<file path="src/capspace_pkg.sv">
package capspace_pkg;
  // Configuration word offsets (byte addresses)
  localparam logic [7:0]  OFS_SUBSYS    = 8'h2c;
  localparam logic [7:0]  OFS_CAP_HEAD  = 8'h34;
  localparam logic [7:0]  OFS_INT_LAT   = 8'h3c;
  localparam logic [7:0]  OFS_DEV_CTL   = 8'h40;
  localparam logic [7:0]  OFS_PD_CAP    = 8'h44;
  localparam logic [7:0]  OFS_PD_WORD   = 8'h48;
  localparam logic [7:0]  OFS_PWR_CAP   = 8'h4c;
  localparam logic [7:0]  OFS_PWR_CSR   = 8'h50;
  // Fixed field values
  localparam int          LAT_UNIT_NS   = 250;
  localparam logic [6:0]  MAX_LAT_VAL   = 7'h28;
  localparam logic [8:0]  MIN_GNT_VAL   = 9'h010;
  localparam logic [7:0]  INT_PIN_VAL   = 8'h01;
  localparam logic [7:0]  CAP_HEAD_VAL  = 8'h44;
  localparam logic [7:0]  PD_CAP_ID     = 8'h03;
  localparam logic [7:0]  PD_NEXT_PTR   = 8'h4c;
  localparam logic [7:0]  PWR_CAP_ID    = 8'h01;
  localparam logic [7:0]  PWR_NEXT_PTR  = 8'h00;
  localparam logic [4:0]  PWR_WAKE_SUP  = 5'h00;
  localparam logic        PWR_ST2_SUP   = 1'b0;
  localparam logic        PWR_ST1_SUP   = 1'b0;
  localparam logic        PWR_DSI       = 1'b1;
  localparam logic        PWR_WAKE_CLK  = 1'b0;
  localparam logic [2:0]  PWR_SPEC_VER  = 3'b010;
  // Field positions and transfer size
  localparam int          CTL_COMPAT_A  = 2;
  localparam int          CTL_COMPAT_B  = 1;
  localparam int          CTL_SVID_EN   = 0;
  localparam int          PD_FLAG_BIT   = 31;
  localparam int          PD_ADDR_LSB   = 16;
  localparam int          PD_XFER_BYTES = 4;
  // Reset values and power states
  localparam logic [7:0]  INT_LINE_RST  = 8'h00;
  localparam logic [2:0]  DEV_CTL_RST   = 3'h0;
  localparam logic [15:0] SVID_RST      = 16'h0000;
  localparam logic [1:0]  PS_D0         = 2'h0;
  localparam logic [1:0]  PS_D3HOT      = 2'h3;
endpackage

</file>
<file path="src/product_data_engine.sv">
module product_data_engine #(
  parameter int BYTES = capspace_pkg::PD_XFER_BYTES
) (
  // Clock and reset
  input  wire logic               i_ref_clk,
  input  wire logic               i_rst,
  // Transfer request
  input  wire logic               i_start,
  input  wire logic               i_write,
  input  wire logic [7:0]         i_addr,
  input  wire logic [BYTES*8-1:0] i_wdata,
  output logic                    o_busy,
  output logic                    o_done,
  output logic [BYTES*8-1:0]      o_rdata,
  // EEPROM byte port
  output logic                    o_ee_req,
  output logic                    o_ee_we,
  output logic [7:0]              o_ee_addr,
  output logic [7:0]              o_ee_wbyte,
  input  wire logic               i_ee_ack,
  input  wire logic [7:0]         i_ee_rbyte
);
  localparam int IW = $clog2(BYTES);

  if (BYTES < 2 || (1 << IW) != BYTES) begin
    $error("BYTES must be a power of two of at least 2");
  end

  typedef enum logic {ST_IDLE, ST_XFER} eng_state_e;

  eng_state_e             state_q;
  logic [IW-1:0]          idx_q;
  logic [BYTES*8-1:0]     data_q;
  logic                   we_q;
  logic [7:0]             addr_q;
  logic [7:0]             wbyte_q;
  logic                   done_q;
  wire                    step    = (state_q == ST_XFER) && i_ee_ack;
  wire                    last    = (idx_q == IW'(BYTES - 1));
  wire  [IW-1:0]          idx_nx  = idx_q + IW'(1);
  wire  [IW+2:0]          sel_cur = {idx_q, 3'b000};
  wire  [IW+2:0]          sel_nx  = {idx_nx, 3'b000};

  always_ff @(posedge i_ref_clk or posedge i_rst) begin
    if (i_rst) begin
      state_q <= ST_IDLE;
      idx_q   <= '0;
      data_q  <= '0;
      we_q    <= 1'b0;
      addr_q  <= 8'h00;
      wbyte_q <= 8'h00;
      done_q  <= 1'b0;
    end else begin
      done_q <= 1'b0;
      case (state_q)
        ST_IDLE: begin
          if (i_start) begin
            state_q <= ST_XFER;
            idx_q   <= '0;
            data_q  <= i_wdata;
            we_q    <= i_write;
            addr_q  <= i_addr;
            wbyte_q <= i_wdata[7:0];
          end
        end
        ST_XFER: begin
          if (step) begin
            if (!we_q) begin
              data_q[sel_cur +: 8] <= i_ee_rbyte;
            end
            if (last) begin
              state_q <= ST_IDLE;
              done_q  <= 1'b1;
            end else begin
              idx_q   <= idx_nx;
              addr_q  <= addr_q + 8'h01;
              wbyte_q <= data_q[sel_nx +: 8];
            end
          end
        end
        default: state_q <= ST_IDLE;
      endcase
    end
  end

  assign o_busy     = (state_q == ST_XFER);
  assign o_ee_req   = (state_q == ST_XFER);
  assign o_ee_we    = we_q;
  assign o_ee_addr  = addr_q;
  assign o_ee_wbyte = wbyte_q;
  assign o_done     = done_q;
  assign o_rdata    = data_q;

  // Helper: acknowledged bytes of the current transfer
  logic [IW:0] acks_q;
  always_ff @(posedge i_ref_clk or posedge i_rst) begin
    if (i_rst) begin
      acks_q <= '0;
    end else if (i_start && state_q == ST_IDLE) begin
      acks_q <= '0;
    end else if (step) begin
      acks_q <= acks_q + (IW+1)'(1);
    end
  end

  a_four_byte_move: assert property (
    @(posedge i_ref_clk) disable iff (i_rst)
    $rose(o_done) |-> acks_q == (IW+1)'(BYTES))
    else $error("transfer did not move exactly four bytes");

  a_addr_step: assert property (
    @(posedge i_ref_clk) disable iff (i_rst)
    step && !last |=> o_ee_addr == $past(o_ee_addr) + 8'h01)
    else $error("byte address did not advance by one");
endmodule

</file>
<file path="src/pci_config_capability_space.sv">
// Behaviour
// Interrupt word bits 31:25 read constant 0x28 latency limit, 250 ns units.
// Bits 24:16 read constant minimum grant 0x10, 250 ns units.
// Bits 15:8 read constant 0x01: interrupt on the first pin.
// Bits 7:0 are plain read/write interrupt routing storage.
// Capability list head reads constant 0x44.
// Control bits 2 and 1 are read/write compatibility enables, reset 0.
// Control bit 0, reset 0, gates writes to subsystem vendor ID.
// Product data capability reads ID 0x03, next pointer 0x4C.
// Software starts transfer writing address plus flag: 0 read, 1 write.
// Read fetches four EEPROM bytes into data word, then sets flag.
// Write stores four data bytes to EEPROM, then clears flag.
// Address field writable; only its low 8 bits are kept.
// Exactly four bytes move; low byte at address, high at address plus three.
// Power capability reports no wake support and no wake clock need.
// Power capability reports no intermediate power state support.
// Special initialisation bit reads as 1.
// Power spec version field reads binary 010.
// Power capability ID 0x01, next pointer 0x00 ends list.
// Power state writes of D1 or D2 leave the field unchanged.
// Subsystem vendor ID holds 16 bits, reset zero.
// Reserved bits read zero and ignore writes.
// Flag holds software value during transfer; no new start until done.
module pci_config_capability_space (
  // Clock and reset
  input  wire logic        i_ref_clk,
  input  wire logic        i_rst,
  // Configuration access
  input  wire logic        i_cfg_rd,
  input  wire logic        i_cfg_wr,
  input  wire logic [7:0]  i_cfg_addr,
  input  wire logic [3:0]  i_cfg_be,
  input  wire logic [31:0] i_cfg_wdata,
  output logic             o_cfg_ack,
  output logic [31:0]      o_cfg_rdata,
  // Control outputs
  output logic             o_chipset_compat_a_enable,
  output logic             o_chipset_compat_b_enable,
  output logic [15:0]      o_subsys_vendor_id,
  output logic [1:0]       o_power_state_field,
  output logic [7:0]       o_interrupt_line,
  // EEPROM byte port
  output logic             o_ee_req,
  output logic             o_ee_we,
  output logic [7:0]       o_ee_addr,
  output logic [7:0]       o_ee_wbyte,
  input  wire logic        i_ee_ack,
  input  wire logic [7:0]  i_ee_rbyte
);
  function automatic logic [31:0] merge_be(input logic [31:0] old_v,
                                           input logic [31:0] new_v,
                                           input logic [3:0]  be);
    logic [31:0] r;
    r = old_v;
    for (int b = 0; b < 4; b++) begin
      if (be[b]) begin
        r[b*8 +: 8] = new_v[b*8 +: 8];
      end
    end
    return r;
  endfunction

  logic [7:0]  int_line_q;
  logic [2:0]  dev_ctl_q;
  logic [15:0] svid_q;
  logic [1:0]  pstate_q;
  logic        flag_q;
  logic [7:0]  pd_addr_q;
  logic [31:0] pd_word_q;
  logic        ack_q;
  logic [31:0] rdata_q;

  logic        eng_busy;
  logic        eng_done;
  logic [31:0] eng_rdata;

  // Address decode
  wire [7:0] word_addr = {i_cfg_addr[7:2], 2'b00};
  wire       hit_svid  = word_addr == capspace_pkg::OFS_SUBSYS;
  wire       hit_head  = word_addr == capspace_pkg::OFS_CAP_HEAD;
  wire       hit_int   = word_addr == capspace_pkg::OFS_INT_LAT;
  wire       hit_ctl   = word_addr == capspace_pkg::OFS_DEV_CTL;
  wire       hit_pcap  = word_addr == capspace_pkg::OFS_PD_CAP;
  wire       hit_pword = word_addr == capspace_pkg::OFS_PD_WORD;
  wire       hit_pwrc  = word_addr == capspace_pkg::OFS_PWR_CAP;
  wire       hit_pcsr  = word_addr == capspace_pkg::OFS_PWR_CSR;

  wire wr_int   = i_cfg_wr && hit_int && i_cfg_be[0];
  wire wr_ctl   = i_cfg_wr && hit_ctl && i_cfg_be[0];
  wire wr_svid  = i_cfg_wr && hit_svid && dev_ctl_q[capspace_pkg::CTL_SVID_EN];
  wire [31:0] svid_merged = merge_be({16'h0000, svid_q}, i_cfg_wdata, i_cfg_be);
  wire ps_legal = (i_cfg_wdata[1:0] == capspace_pkg::PS_D0) ||
                  (i_cfg_wdata[1:0] == capspace_pkg::PS_D3HOT);
  wire wr_pcsr  = i_cfg_wr && hit_pcsr && i_cfg_be[0] && ps_legal;
  // Capability and data words are frozen while a transfer runs or reports
  // completion, so a new start can never meet the flag toggle
  wire pd_locked = eng_busy || eng_done;
  wire wr_pcap  = i_cfg_wr && hit_pcap && !pd_locked;
  wire wr_pword = i_cfg_wr && hit_pword && !pd_locked;
  wire start    = wr_pcap && i_cfg_be[3];
  wire [7:0] start_addr = i_cfg_be[2] ? i_cfg_wdata[capspace_pkg::PD_ADDR_LSB +: 8]
                                      : pd_addr_q;

  // Read words
  wire [31:0] rd_int   = {capspace_pkg::MAX_LAT_VAL, capspace_pkg::MIN_GNT_VAL,
                          capspace_pkg::INT_PIN_VAL, int_line_q};
  wire [31:0] rd_head  = {24'h000000, capspace_pkg::CAP_HEAD_VAL};
  wire [31:0] rd_ctl   = {29'h00000000, dev_ctl_q};
  wire [31:0] rd_svid  = {16'h0000, svid_q};
  wire [31:0] rd_pcap  = {flag_q, 7'h00, pd_addr_q,
                          capspace_pkg::PD_NEXT_PTR, capspace_pkg::PD_CAP_ID};
  wire [31:0] rd_pwrc  = {capspace_pkg::PWR_WAKE_SUP, capspace_pkg::PWR_ST2_SUP,
                          capspace_pkg::PWR_ST1_SUP, 3'h0, capspace_pkg::PWR_DSI,
                          1'b0, capspace_pkg::PWR_WAKE_CLK, capspace_pkg::PWR_SPEC_VER,
                          capspace_pkg::PWR_NEXT_PTR, capspace_pkg::PWR_CAP_ID};
  wire [31:0] rd_pcsr  = {30'h00000000, pstate_q};
  wire [31:0] rd_mux   = hit_int   ? rd_int :
                         hit_head  ? rd_head :
                         hit_ctl   ? rd_ctl :
                         hit_svid  ? rd_svid :
                         hit_pcap  ? rd_pcap :
                         hit_pword ? pd_word_q :
                         hit_pwrc  ? rd_pwrc :
                         hit_pcsr  ? rd_pcsr :
                         32'h00000000;

  always_ff @(posedge i_ref_clk or posedge i_rst) begin
    if (i_rst) begin
      ack_q   <= 1'b0;
      rdata_q <= 32'h00000000;
    end else begin
      ack_q <= i_cfg_rd || i_cfg_wr;
      if (i_cfg_rd) begin
        rdata_q <= rd_mux;
      end
    end
  end

  always_ff @(posedge i_ref_clk or posedge i_rst) begin
    if (i_rst) begin
      int_line_q <= capspace_pkg::INT_LINE_RST;
      dev_ctl_q  <= capspace_pkg::DEV_CTL_RST;
      svid_q     <= capspace_pkg::SVID_RST;
      pstate_q   <= capspace_pkg::PS_D0;
    end else begin
      if (wr_int) begin
        int_line_q <= i_cfg_wdata[7:0];
      end
      if (wr_ctl) begin
        dev_ctl_q <= i_cfg_wdata[2:0];
      end
      if (wr_svid) begin
        svid_q <= svid_merged[15:0];
      end
      if (wr_pcsr) begin
        pstate_q <= i_cfg_wdata[1:0];
      end
    end
  end

  always_ff @(posedge i_ref_clk or posedge i_rst) begin
    if (i_rst) begin
      flag_q    <= 1'b0;
      pd_addr_q <= 8'h00;
      pd_word_q <= 32'h00000000;
    end else begin
      if (eng_done) begin
        flag_q <= !flag_q;
      end else if (start) begin
        flag_q <= i_cfg_wdata[capspace_pkg::PD_FLAG_BIT];
      end
      if (wr_pcap && i_cfg_be[2]) begin
        pd_addr_q <= i_cfg_wdata[capspace_pkg::PD_ADDR_LSB +: 8];
      end
      if (eng_done && !flag_q) begin
        pd_word_q <= eng_rdata;
      end else if (wr_pword) begin
        pd_word_q <= merge_be(pd_word_q, i_cfg_wdata, i_cfg_be);
      end
    end
  end

  product_data_engine #(
    .BYTES (capspace_pkg::PD_XFER_BYTES)
  ) u_engine (
    .i_ref_clk  (i_ref_clk),
    .i_rst      (i_rst),
    .i_start    (start),
    .i_write    (i_cfg_wdata[capspace_pkg::PD_FLAG_BIT]),
    .i_addr     (start_addr),
    .i_wdata    (pd_word_q),
    .o_busy     (eng_busy),
    .o_done     (eng_done),
    .o_rdata    (eng_rdata),
    .o_ee_req   (o_ee_req),
    .o_ee_we    (o_ee_we),
    .o_ee_addr  (o_ee_addr),
    .o_ee_wbyte (o_ee_wbyte),
    .i_ee_ack   (i_ee_ack),
    .i_ee_rbyte (i_ee_rbyte)
  );

  assign o_cfg_ack                 = ack_q;
  assign o_cfg_rdata               = rdata_q;
  assign o_chipset_compat_a_enable = dev_ctl_q[capspace_pkg::CTL_COMPAT_A];
  assign o_chipset_compat_b_enable = dev_ctl_q[capspace_pkg::CTL_COMPAT_B];
  assign o_subsys_vendor_id        = svid_q;
  assign o_power_state_field       = pstate_q;
  assign o_interrupt_line          = int_line_q;

  a_int_lat_read: assert property (
    @(posedge i_ref_clk) disable iff (i_rst)
    i_cfg_rd && hit_int |=> o_cfg_rdata[31:8] == 24'h501001 &&
                            o_cfg_rdata[7:0] == $past(int_line_q))
    else $error("interrupt and latency word read wrong");

  a_cap_head_read: assert property (
    @(posedge i_ref_clk) disable iff (i_rst)
    i_cfg_rd && hit_head |=> o_cfg_rdata == 32'h00000044)
    else $error("capability head read wrong");

  a_pd_cap_read: assert property (
    @(posedge i_ref_clk) disable iff (i_rst)
    i_cfg_rd && hit_pcap |=> o_cfg_rdata[15:0] == 16'h4c03 &&
                             o_cfg_rdata[30:24] == 7'h00)
    else $error("product data capability read wrong");

  a_pwr_cap_read: assert property (
    @(posedge i_ref_clk) disable iff (i_rst)
    i_cfg_rd && hit_pwrc |=> o_cfg_rdata == 32'h00220001)
    else $error("power capability read wrong");

  a_svid_gated: assert property (
    @(posedge i_ref_clk) disable iff (i_rst)
    i_cfg_wr && hit_svid && !dev_ctl_q[0] |=> $stable(o_subsys_vendor_id))
    else $error("vendor ID changed while writes disabled");

  a_pstate_refuse: assert property (
    @(posedge i_ref_clk) disable iff (i_rst)
    i_cfg_wr && hit_pcsr && (i_cfg_wdata[1:0] ^ {i_cfg_wdata[0], i_cfg_wdata[1]}) != 2'b00
    |=> $stable(o_power_state_field))
    else $error("power state took D1 or D2");

  a_flag_read_done: assert property (
    @(posedge i_ref_clk) disable iff (i_rst)
    eng_done && !flag_q |=> flag_q && pd_word_q == $past(eng_rdata))
    else $error("read completion did not set flag and load data");

  a_flag_write_done: assert property (
    @(posedge i_ref_clk) disable iff (i_rst)
    eng_done && flag_q |=> !flag_q)
    else $error("write completion did not clear flag");

  a_flag_hold: assert property (
    @(posedge i_ref_clk) disable iff (i_rst)
    eng_busy && !eng_done |=> $stable(flag_q))
    else $error("flag moved during transfer");

  a_addr_keep: assert property (
    @(posedge i_ref_clk) disable iff (i_rst)
    start |=> o_ee_req && o_ee_addr == $past(start_addr))
    else $error("transfer did not start at written byte address");

  a_addr_write: assert property (
    @(posedge i_ref_clk) disable iff (i_rst)
    wr_pcap && i_cfg_be[2] |=> pd_addr_q == $past(i_cfg_wdata[23:16]))
    else $error("byte address field did not take written byte");

  a_min_grant_pin: assert property (
    @(posedge i_ref_clk) disable iff (i_rst)
    i_cfg_rd && hit_int |=> o_cfg_rdata[24:16] == 9'h010 &&
                            o_cfg_rdata[15:8] == 8'h01)
    else $error("minimum grant or interrupt pin read wrong");

  a_int_line_write: assert property (
    @(posedge i_ref_clk) disable iff (i_rst)
    wr_int |=> o_interrupt_line == $past(i_cfg_wdata[7:0]))
    else $error("interrupt line did not take written byte");

  a_compat_write: assert property (
    @(posedge i_ref_clk) disable iff (i_rst)
    wr_ctl |=> o_chipset_compat_a_enable == $past(i_cfg_wdata[2]) &&
               o_chipset_compat_b_enable == $past(i_cfg_wdata[1]))
    else $error("compatibility enables did not take written bits");

  a_svid_write: assert property (
    @(posedge i_ref_clk) disable iff (i_rst)
    wr_svid && i_cfg_be[1:0] == 2'b11 |=>
    o_subsys_vendor_id == $past(i_cfg_wdata[15:0]))
    else $error("vendor ID write lost while enabled");

  a_pword_read: assert property (
    @(posedge i_ref_clk) disable iff (i_rst)
    i_cfg_rd && hit_pword |=> o_cfg_rdata == $past(pd_word_q))
    else $error("data word read wrong");

  a_pwr_states: assert property (
    @(posedge i_ref_clk) disable iff (i_rst)
    i_cfg_rd && hit_pwrc |=> o_cfg_rdata[26:25] == 2'b00 && o_cfg_rdata[21])
    else $error("power state support bits read wrong");

  a_pwr_version_end: assert property (
    @(posedge i_ref_clk) disable iff (i_rst)
    i_cfg_rd && hit_pwrc |=> o_cfg_rdata[18:16] == 3'b010 &&
                             o_cfg_rdata[15:0] == 16'h0001)
    else $error("power version or list end read wrong");

  a_pstate_take: assert property (
    @(posedge i_ref_clk) disable iff (i_rst)
    wr_pcsr |=> o_power_state_field == $past(i_cfg_wdata[1:0]))
    else $error("power state did not take D0 or D3hot");

  a_svid_read: assert property (
    @(posedge i_ref_clk) disable iff (i_rst)
    i_cfg_rd && hit_svid |=> o_cfg_rdata == {16'h0000, $past(svid_q)})
    else $error("vendor ID word read wrong");

  a_ctl_reserved: assert property (
    @(posedge i_ref_clk) disable iff (i_rst)
    i_cfg_rd && hit_ctl |=> o_cfg_rdata[31:3] == 29'h0)
    else $error("control reserved bits not zero");

  a_pcsr_reserved: assert property (
    @(posedge i_ref_clk) disable iff (i_rst)
    i_cfg_rd && hit_pcsr |=> o_cfg_rdata[31:2] == 30'h0)
    else $error("power control reserved bits not zero");

  a_unmapped_read: assert property (
    @(posedge i_ref_clk) disable iff (i_rst)
    i_cfg_rd && !(hit_int || hit_head || hit_ctl || hit_svid ||
                  hit_pcap || hit_pword || hit_pwrc || hit_pcsr)
    |=> o_cfg_rdata == 32'h00000000)
    else $error("unmapped offset did not read zero");

  a_word_frozen: assert property (
    @(posedge i_ref_clk) disable iff (i_rst)
    i_cfg_wr && hit_pword && eng_busy |=> $stable(pd_word_q))
    else $error("data word changed during transfer");

  a_no_restart: assert property (
    @(posedge i_ref_clk) disable iff (i_rst)
    i_cfg_wr && hit_pcap && eng_done |=> !eng_busy)
    else $error("transfer started in completion cycle");
endmodule

</file>
<file path="config.mk">
export PLATFORM = sky130hd
export DESIGN_NAME = pci_config_capability_space
export DESIGN_NICKNAME = d
export VERILOG_FILES = /design/src/capspace_pkg.sv /design/src/product_data_engine.sv /design/src/pci_config_capability_space.sv
export SDC_FILE = /design/constraint.sdc
export NUM_CORES = 1
export LEC_CHECK = 0
export ABC_CLOCK_PERIOD_IN_PS = 5000
export BUFFER_PORTS_ARGS = -buffer_cell sky130_fd_sc_hd__buf_4
export CORE_MARGIN = 8
export CORE_UTILIZATION = 35
export DETAILED_ROUTE_END_ITERATION = 10
export SYNTH_ARGS = -nofsm -noshare
export SYNTH_HDL_FRONTEND = slang
export SYNTH_SLANG_ARGS = --single-unit
</file>
<file path="constraint.sdc">
create_clock -name i_ref_clk -period 5 [get_ports i_ref_clk]
set_clock_uncertainty 0.05 [all_clocks]
set_input_delay 0.25 -clock i_ref_clk [delete_from_list [all_inputs] [get_ports i_ref_clk]]
set_output_delay 0.25 -clock i_ref_clk [all_outputs]
set_load 0.1 [all_outputs]
</file>
# After elaboration in Yosys (flattened, before gate mapping)
# Cells that the tools add are included.
[op_classes]
n_addsub = 3
multipliers = 0
n_div = 0
order_cmp = 0
eq_ne = 14
n_shift = 3
n_mux = 41
bitwise = 1
reduce_logical = 38
[op_table]
columns = ["cell", "count"]
rows = [
  ["32-bit two-way mux", 11],
  ["8-bit two-way mux", 11],
  ["32-bit one-hot mux with 2 select lines", 1],
  ["32-bit bitwise mux", 1],
  ["8-bit one-hot mux with 2 select lines", 2],
  ["8-bit by 7-bit variable shift with 32-bit output, first input constant", 1],
  ["32-bit by 6-bit indexed part select with 8-bit output", 1],
  ["8-bit by 7-bit indexed part select with 32-bit output", 1],
  ["6-bit by 5-bit equality test with 1-bit output, second input constant", 5],
  ["22-bit two-way mux", 1],
  ["6-bit by 4-bit equality test with 1-bit output, second input constant", 3],
  ["1-bit logical AND", 17],
  ["2-bit AND reduction", 7],
  ["2-bit nonzero test", 6],
  ["8-bit by 1-bit adder with 8-bit output, second input constant", 1],
  ["1-bit two-way mux", 8],
  ["2-bit two-way mux", 4],
  ["2-bit inequality test, second input constant", 4],
  ["5-bit negation with 7-bit output", 1],
  ["3-bit AND reduction", 2],
  ["2-bit equality test, second input constant", 2],
  ["2-bit one-hot mux with 2 select lines", 1],
  ["1-bit logical OR", 3],
  ["2-bit by 1-bit adder with 2-bit output, second input constant", 1],
  ["4 further kinds", 5],
]
[word_totals]
reg_bits = 156
latch_bits = 0
mem_bits_rw = 0
mem_bits_ro = 0
input_bits = 57
out_inout_bits = 79
word_cells = 120
mem_count = 0

# Depth between registers and ports, before layout
[logic_depth]
word_depth = 9
mapped_depth = 9
mapped_depth_nobuf = 6

# By module
# From an unflattened synthesis, not the netlist that was laid out.
[hier_totals]
cells_unflattened = 718
area_unflattened_um2 = 8007.7
[modules_own_cells]
columns = ["mod", "n_inst", "cells_each", "area_per_inst_um2"]
rows = [
  ["pci_config_capability_space", 1, 419, 4794.6],
  ["product_data_engine", 1, 299, 3213.1],
]

# Worst setup path after synthesis
# No wires, ideal clock.
[synth_timing]
path_type = "reg2reg"
from = "register u_engine.state_q (netlist: u_engine.o_busy)"
to = "register u_engine.data_q[24] (netlist: u_engine.o_rdata[24])"
t_arrival_ns = 2.195
required_time_ns = 4.886
path_slack_ns = 2.691
path_stages_with_launch = 6
path_buffers = 1
path_cell_list = "dfrtp_1 -> buf_2 -> nand2_2 -> nor4b_2 -> a22o_1 -> mux2_2"
[synth_between]
elab_chain_len = 6
elab_cells_between_ends = 11
cone_classes = "eq/ne (3); mux (1); bitwise (1); reduce/logical (6)"
[synth_lines]
columns = ["item", "line", "rtl"]
rows = [
  ["from (decl)", "product_data_engine.sv:31", "eng_state_e state_q;"],
  ["from (signal assigned)", "product_data_engine.sv:46", "state_q <= ST_IDLE;"],
  ["from (signal assigned)", "product_data_engine.sv:58", "state_q <= ST_XFER;"],
  ["from (signal assigned)", "product_data_engine.sv:72", "state_q <= ST_IDLE;"],
  ["1-bit logical OR", "pci_config_capability_space.sv:97", "wire pd_locked = eng_busy || eng_done;"],
  ["1-bit zero test", "pci_config_capability_space.sv:98", "wire wr_pcap = i_cfg_wr && hit_pcap && !pd_locked;"],
  ["1-bit logical AND", "pci_config_capability_space.sv:98", ""],
  ["1-bit logical AND", "pci_config_capability_space.sv:100", "wire start = wr_pcap && i_cfg_be[3];"],
  ["2-bit inequality test (no line)", "n/a", ""],
  ["3-bit AND reduction (no line)", "n/a", ""],
  ["to (signal assigned)", "product_data_engine.sv:60", "data_q <= i_wdata;"],
  ["to (signal, indexed assignment)", "product_data_engine.sv:69", "data_q[sel_cur +: 8] <= i_ee_rbyte;"],
  ["to (decl)", "product_data_engine.sv:33", "logic [BYTES*8-1:0] data_q;"],
]
# Parallel ways exist; a longest one is shown, timed or not.
# A chain may end at the register's enable or synchronous reset.

# Worst setup path in the final report
[layout_timing]
from = "register u_engine.idx_q[0]"
to = "register u_engine.data_q[24] (netlist: u_engine.o_rdata[24])"
[layout_between]
elab_chain_len = 6
elab_cells_between_ends = 7
cone_classes = "add/sub (1); shift (2); mux (4)"
[layout_lines]
columns = ["item", "line", "rtl"]
rows = [
  ["from (decl)", "product_data_engine.sv:32", "logic [IW-1:0] idx_q;"],
  ["from (signal assigned)", "product_data_engine.sv:75", "idx_q <= idx_nx;"],
  ["5-bit negation with 7-bit output (*)", "product_data_engine.sv:69", ""],
  ["8-bit by 7-bit indexed part select with 32-bit output or 8-bit by 7-bit variable shift with 32-bit output (tied branches)", "product_data_engine.sv:69", ""],
  ["32-bit bitwise mux (*)", "product_data_engine.sv:69", ""],
  ["32-bit two-way mux (*)", "product_data_engine.sv:68", "if (!we_q) begin"],
  ["32-bit two-way mux (*)", "product_data_engine.sv:67", "if (step) begin"],
  ["32-bit one-hot mux with 2 select lines (*)", "product_data_engine.sv:55", "case (state_q)"],
]
# Every way passes the cells marked *; elsewhere a longest branch is shown, timed or not. The select of a mux whose other input is x is not followed.

==> impl_metrics.csv <==
group,metric,value,unit
placed_design,port-buffer-count,133,
synthesis,async_flop_share,100,%
layout,layout-drive-gt1-share,28.5,%
synthesis,synth_top_area_cell,"dfrtp_1",
sta,fin_crit_sh,57.5,%
setup_path,crit_arrival,3.20,ns
drt,drt-initial-drc-count,451,
setup_path,start_kind,"flop",
synthesis,synth_cell_type_count,57,
sta,finalHoldViolations,0,
sta,finalSetupTns,0,ns
layout,nFillCells,2110,
layout,multi_input_area,0.00345,mm2
synthesis,syn-mean-instance-area,10.6,um2
drt,wl_per_cell,20.9,um
layout,area_growth_syn_to_layout,23.1,%
sta,worst_pin_slew,1.14,ns
synthesis,synth_nets,779,
setup_path,critPathBufInv,1,
synthesis,ys_ff_latch,156,
die,fp.dieH,163,um
drt,avgViaCountPerCell,5.48,
layout,layout.nets,899,
synthesis,syn-instance-count,716,
clocking,cts_num_sinks,156,
clocking,root_buffer,"clkbuf_16",
global_route,grt_pass1_wl,36600,um
synthesis,seq_area_frac_synth,51.3,%
synthesis,synth.top_cell.area_share,51.3,%
power_and_ir_drop,total_power,4.99,mW
setup_path,worstPathCellList,"inv_1 -> ha_1 -> nor4b_2 -> a22o_1 -> mux2_2",
power_and_ir_drop,ir_worst_vdd,0.000307,V
setup_path,path_delay_family,"simple AND/OR/NAND/NOR gates",
sta,timing.fmax,0.348,GHz
layout,antenna_cells,0,
flow_run,maxCapViolCount,0,
global_route,antenna_found_initial,0,
drt,vias,6188,
sta,slew-limit-headroom,23.0,%
setup_path,worstSetupPathType,"flop to flop",
synthesis,yosys_warnings,0,
drt,drt_first_pass_iters,5,
setup_path,slowest_delay,0.85,ns
clocking,cts_tree,"done",
sta,worst_slack,2.12,ns
run_status,outcome,"finished, final reports clean",
sta,period_needed,2.88,ns
placed_design,gp_congestion,0.865,
min_path,holdCritPathClass,"input pin to flop",
setup_path,slowest_stage,"nor4b_2",
setup_path,crit_required,5.32,ns
synthesis,synth_ff_type,"dfrtp_1",
power_and_ir_drop,power.density,532,mW/mm2
layout,final_common_cell,"dfrtp_1",
synthesis,yosys-top-cells-area,"dfrtp_1 (51%), mux2_2 (7.0%), mux2i_1 (6.4%)",
setup_path,end_kind,"flop",
global_route,grt_overflow_total,0,
clocking,h-tree-depth,4,
placed_design,dp_slack,2.17,ns
setup_path,critPathMaxFanout,14,
layout,utilization,43.5,%
synthesis,synth-edff-count,0,
global_route,grt_pass1_vias,6165,
die,coreArea,0.0216,mm2
clocking,cts_resized,0,
drt,routed_wl,23600,um
clocking,cts_inserted_buffers,17,
clocking,cts_max_path_buffers,2,
sta,setup_viol,0,
power_and_ir_drop,p_leak,4.39,nW
clocking,cts.clk_slew.worst_paths,0.06,ns
synthesis,synthesis.area,0.00761,mm2
sta,slew_violations,0,
global_route,grtUsageTotal,17.8,%
die,chipWidth,163,um
die,ios,136,
layout,layout_common_cells,"dfrtp_1 (156), buf_4 (143), nand2_1 (88)",
global_route,grt_max_degree,64,
sta,rsz0062_at_grt,"no",
drt,route.detailed.drc,0,
layout,regArea,0.00390,mm2
drt,antenna_left,0,
clocking,insertion_delay,0.43,ns
die,rows,54,
die,dieArea,0.0267,mm2
die,start_util,35.3,%
placed_design,dpl.hpwl,17500,um
## power by group
group	total (mW)	switching [mW]	internal, mW
Combinational	1.81	1.27	0.541
Sequential	1.98	0.388	1.59
Clock	1.20	0.533	0.669
Total	4.99	2.19	2.80
## synthesized netlist by cell type, drive strengths merged, types with 7 or more instances
cell / instances
a21oi: 23
a221oi: 15
a22o: 8
a31oi: 10
a32oi: 17
and3: 7
buf: 30
clkbuf: 14
dfrtp: 156
inv: 8
mux2: 47
mux2i: 49
nand2: 89
nor2: 57
nor2b: 10
nor3: 7
o21ai: 75
o22ai: 9
## what timing repair did
item | 4_1_cts | 5_1_grt
setup buffers | 0 | 0
hold buffers | 2 | 0
hold endpoints to repair | 62 | 0
endpoints found under the setup margin | 0 | 0
## final cells by class
| class | instances | share of cell area [%] |
|---|---|---|
| Inverter | 8 | 0.374 |
| Sequential cell | 156 | 41.7 |
| Clock inverter | 11 | 0.734 |
| Tap cell | 280 | 3.74 |
| Clock buffer | 21 | 5.02 |
| Multi-Input combinational cell | 508 | 36.8 |
| Timing Repair Buffer | 145 | 11.7 |
## state kept, by name (all words and copies together), names as in the netlist
name and cells:
flag_q 1, o_interrupt_line 8, u_engine.o_busy 1, u_engine.o_ee_wbyte 8, o_power_state_field 2, u_engine.o_done 1
u_engine.idx_q 2, pd_word_q 32, o_subsys_vendor_id 16, pd_addr_q 8, u_engine.o_rdata 32, dev_ctl_q 3
u_engine.o_ee_addr 8, o_cfg_rdata 32, o_cfg_ack 1, u_engine.o_ee_we 1
## kinds of logic after synthesis
family                     Yosys count  synth area share, %
muxes                               96                 13.4
AOI/OAI and AO/OA                  197                 17.2
DFF                                156                 51.3
buffers and inverters               52                 3.39
and+or+nand+nor                    209                 13.7
adders and majority gates            6                0.986
## path summary, 6_finish.rpt
| path | slack (ns) | cells after the start | start | to |
|---|---|---|---|---|
| setup / recovery | 2.12 | 5 | u_engine.idx_q[0]$_DFFE_PP0P_ | u_engine.o_rdata[24]$_DFFE_PP0P_ |
| hold / removal | 0.01 | 2 | i_cfg_wdata[10] | o_subsys_vendor_id[10]$_DFFE_PP0P_ |
| setup reg to reg | 2.12 | 5 | u_engine.idx_q[0]$_DFFE_PP0P_ | u_engine.o_rdata[24]$_DFFE_PP0P_ |
| hold reg to reg | 0.44 | 1 | o_cfg_rdata[27]$_DFFE_PP0P_ | o_cfg_rdata[27]$_DFFE_PP0P_ |
| max in group asynchronous | 3.41 | 4 | i_rst | pd_word_q[30]$_DFFE_PP0P_ |
| min in group asynchronous | 0.39 | 3 | i_rst | o_cfg_ack$_DFF_PP0_ |
## per-stage QoR
| stage | cell area [um2] | cells | hold WS, ns |
|---|---|---|---|
| finish | 9370 | 1129 | 0.0139 |
| global placement | 8810 | 1095 | 0.317 |
| floorplan | 7610 | 716 | 0.324 |
| detailed placement | 8810 | 1095 | 0.317 |
| CTS | 9370 | 1129 | 0.00278 |
| global route | 9370 | 1129 | 0.00634 |
## per-layer routing
layer | vias to the layer above | part of all wire [%] | global-route usage (%) | routed length [um]
li1 | 2897 | - | - | -
met1 | 3092 | 44 | 23.2 | 10500
met2 | 175 | 48 | 28.7 | 11300
met3 | 24 | 5.6 | 4.23 | 1330
met4 | 0 | 1.9 | 5.66 | 442
met5 | - | 0 | 0 | 0
(Power assumes the default switching activity.)
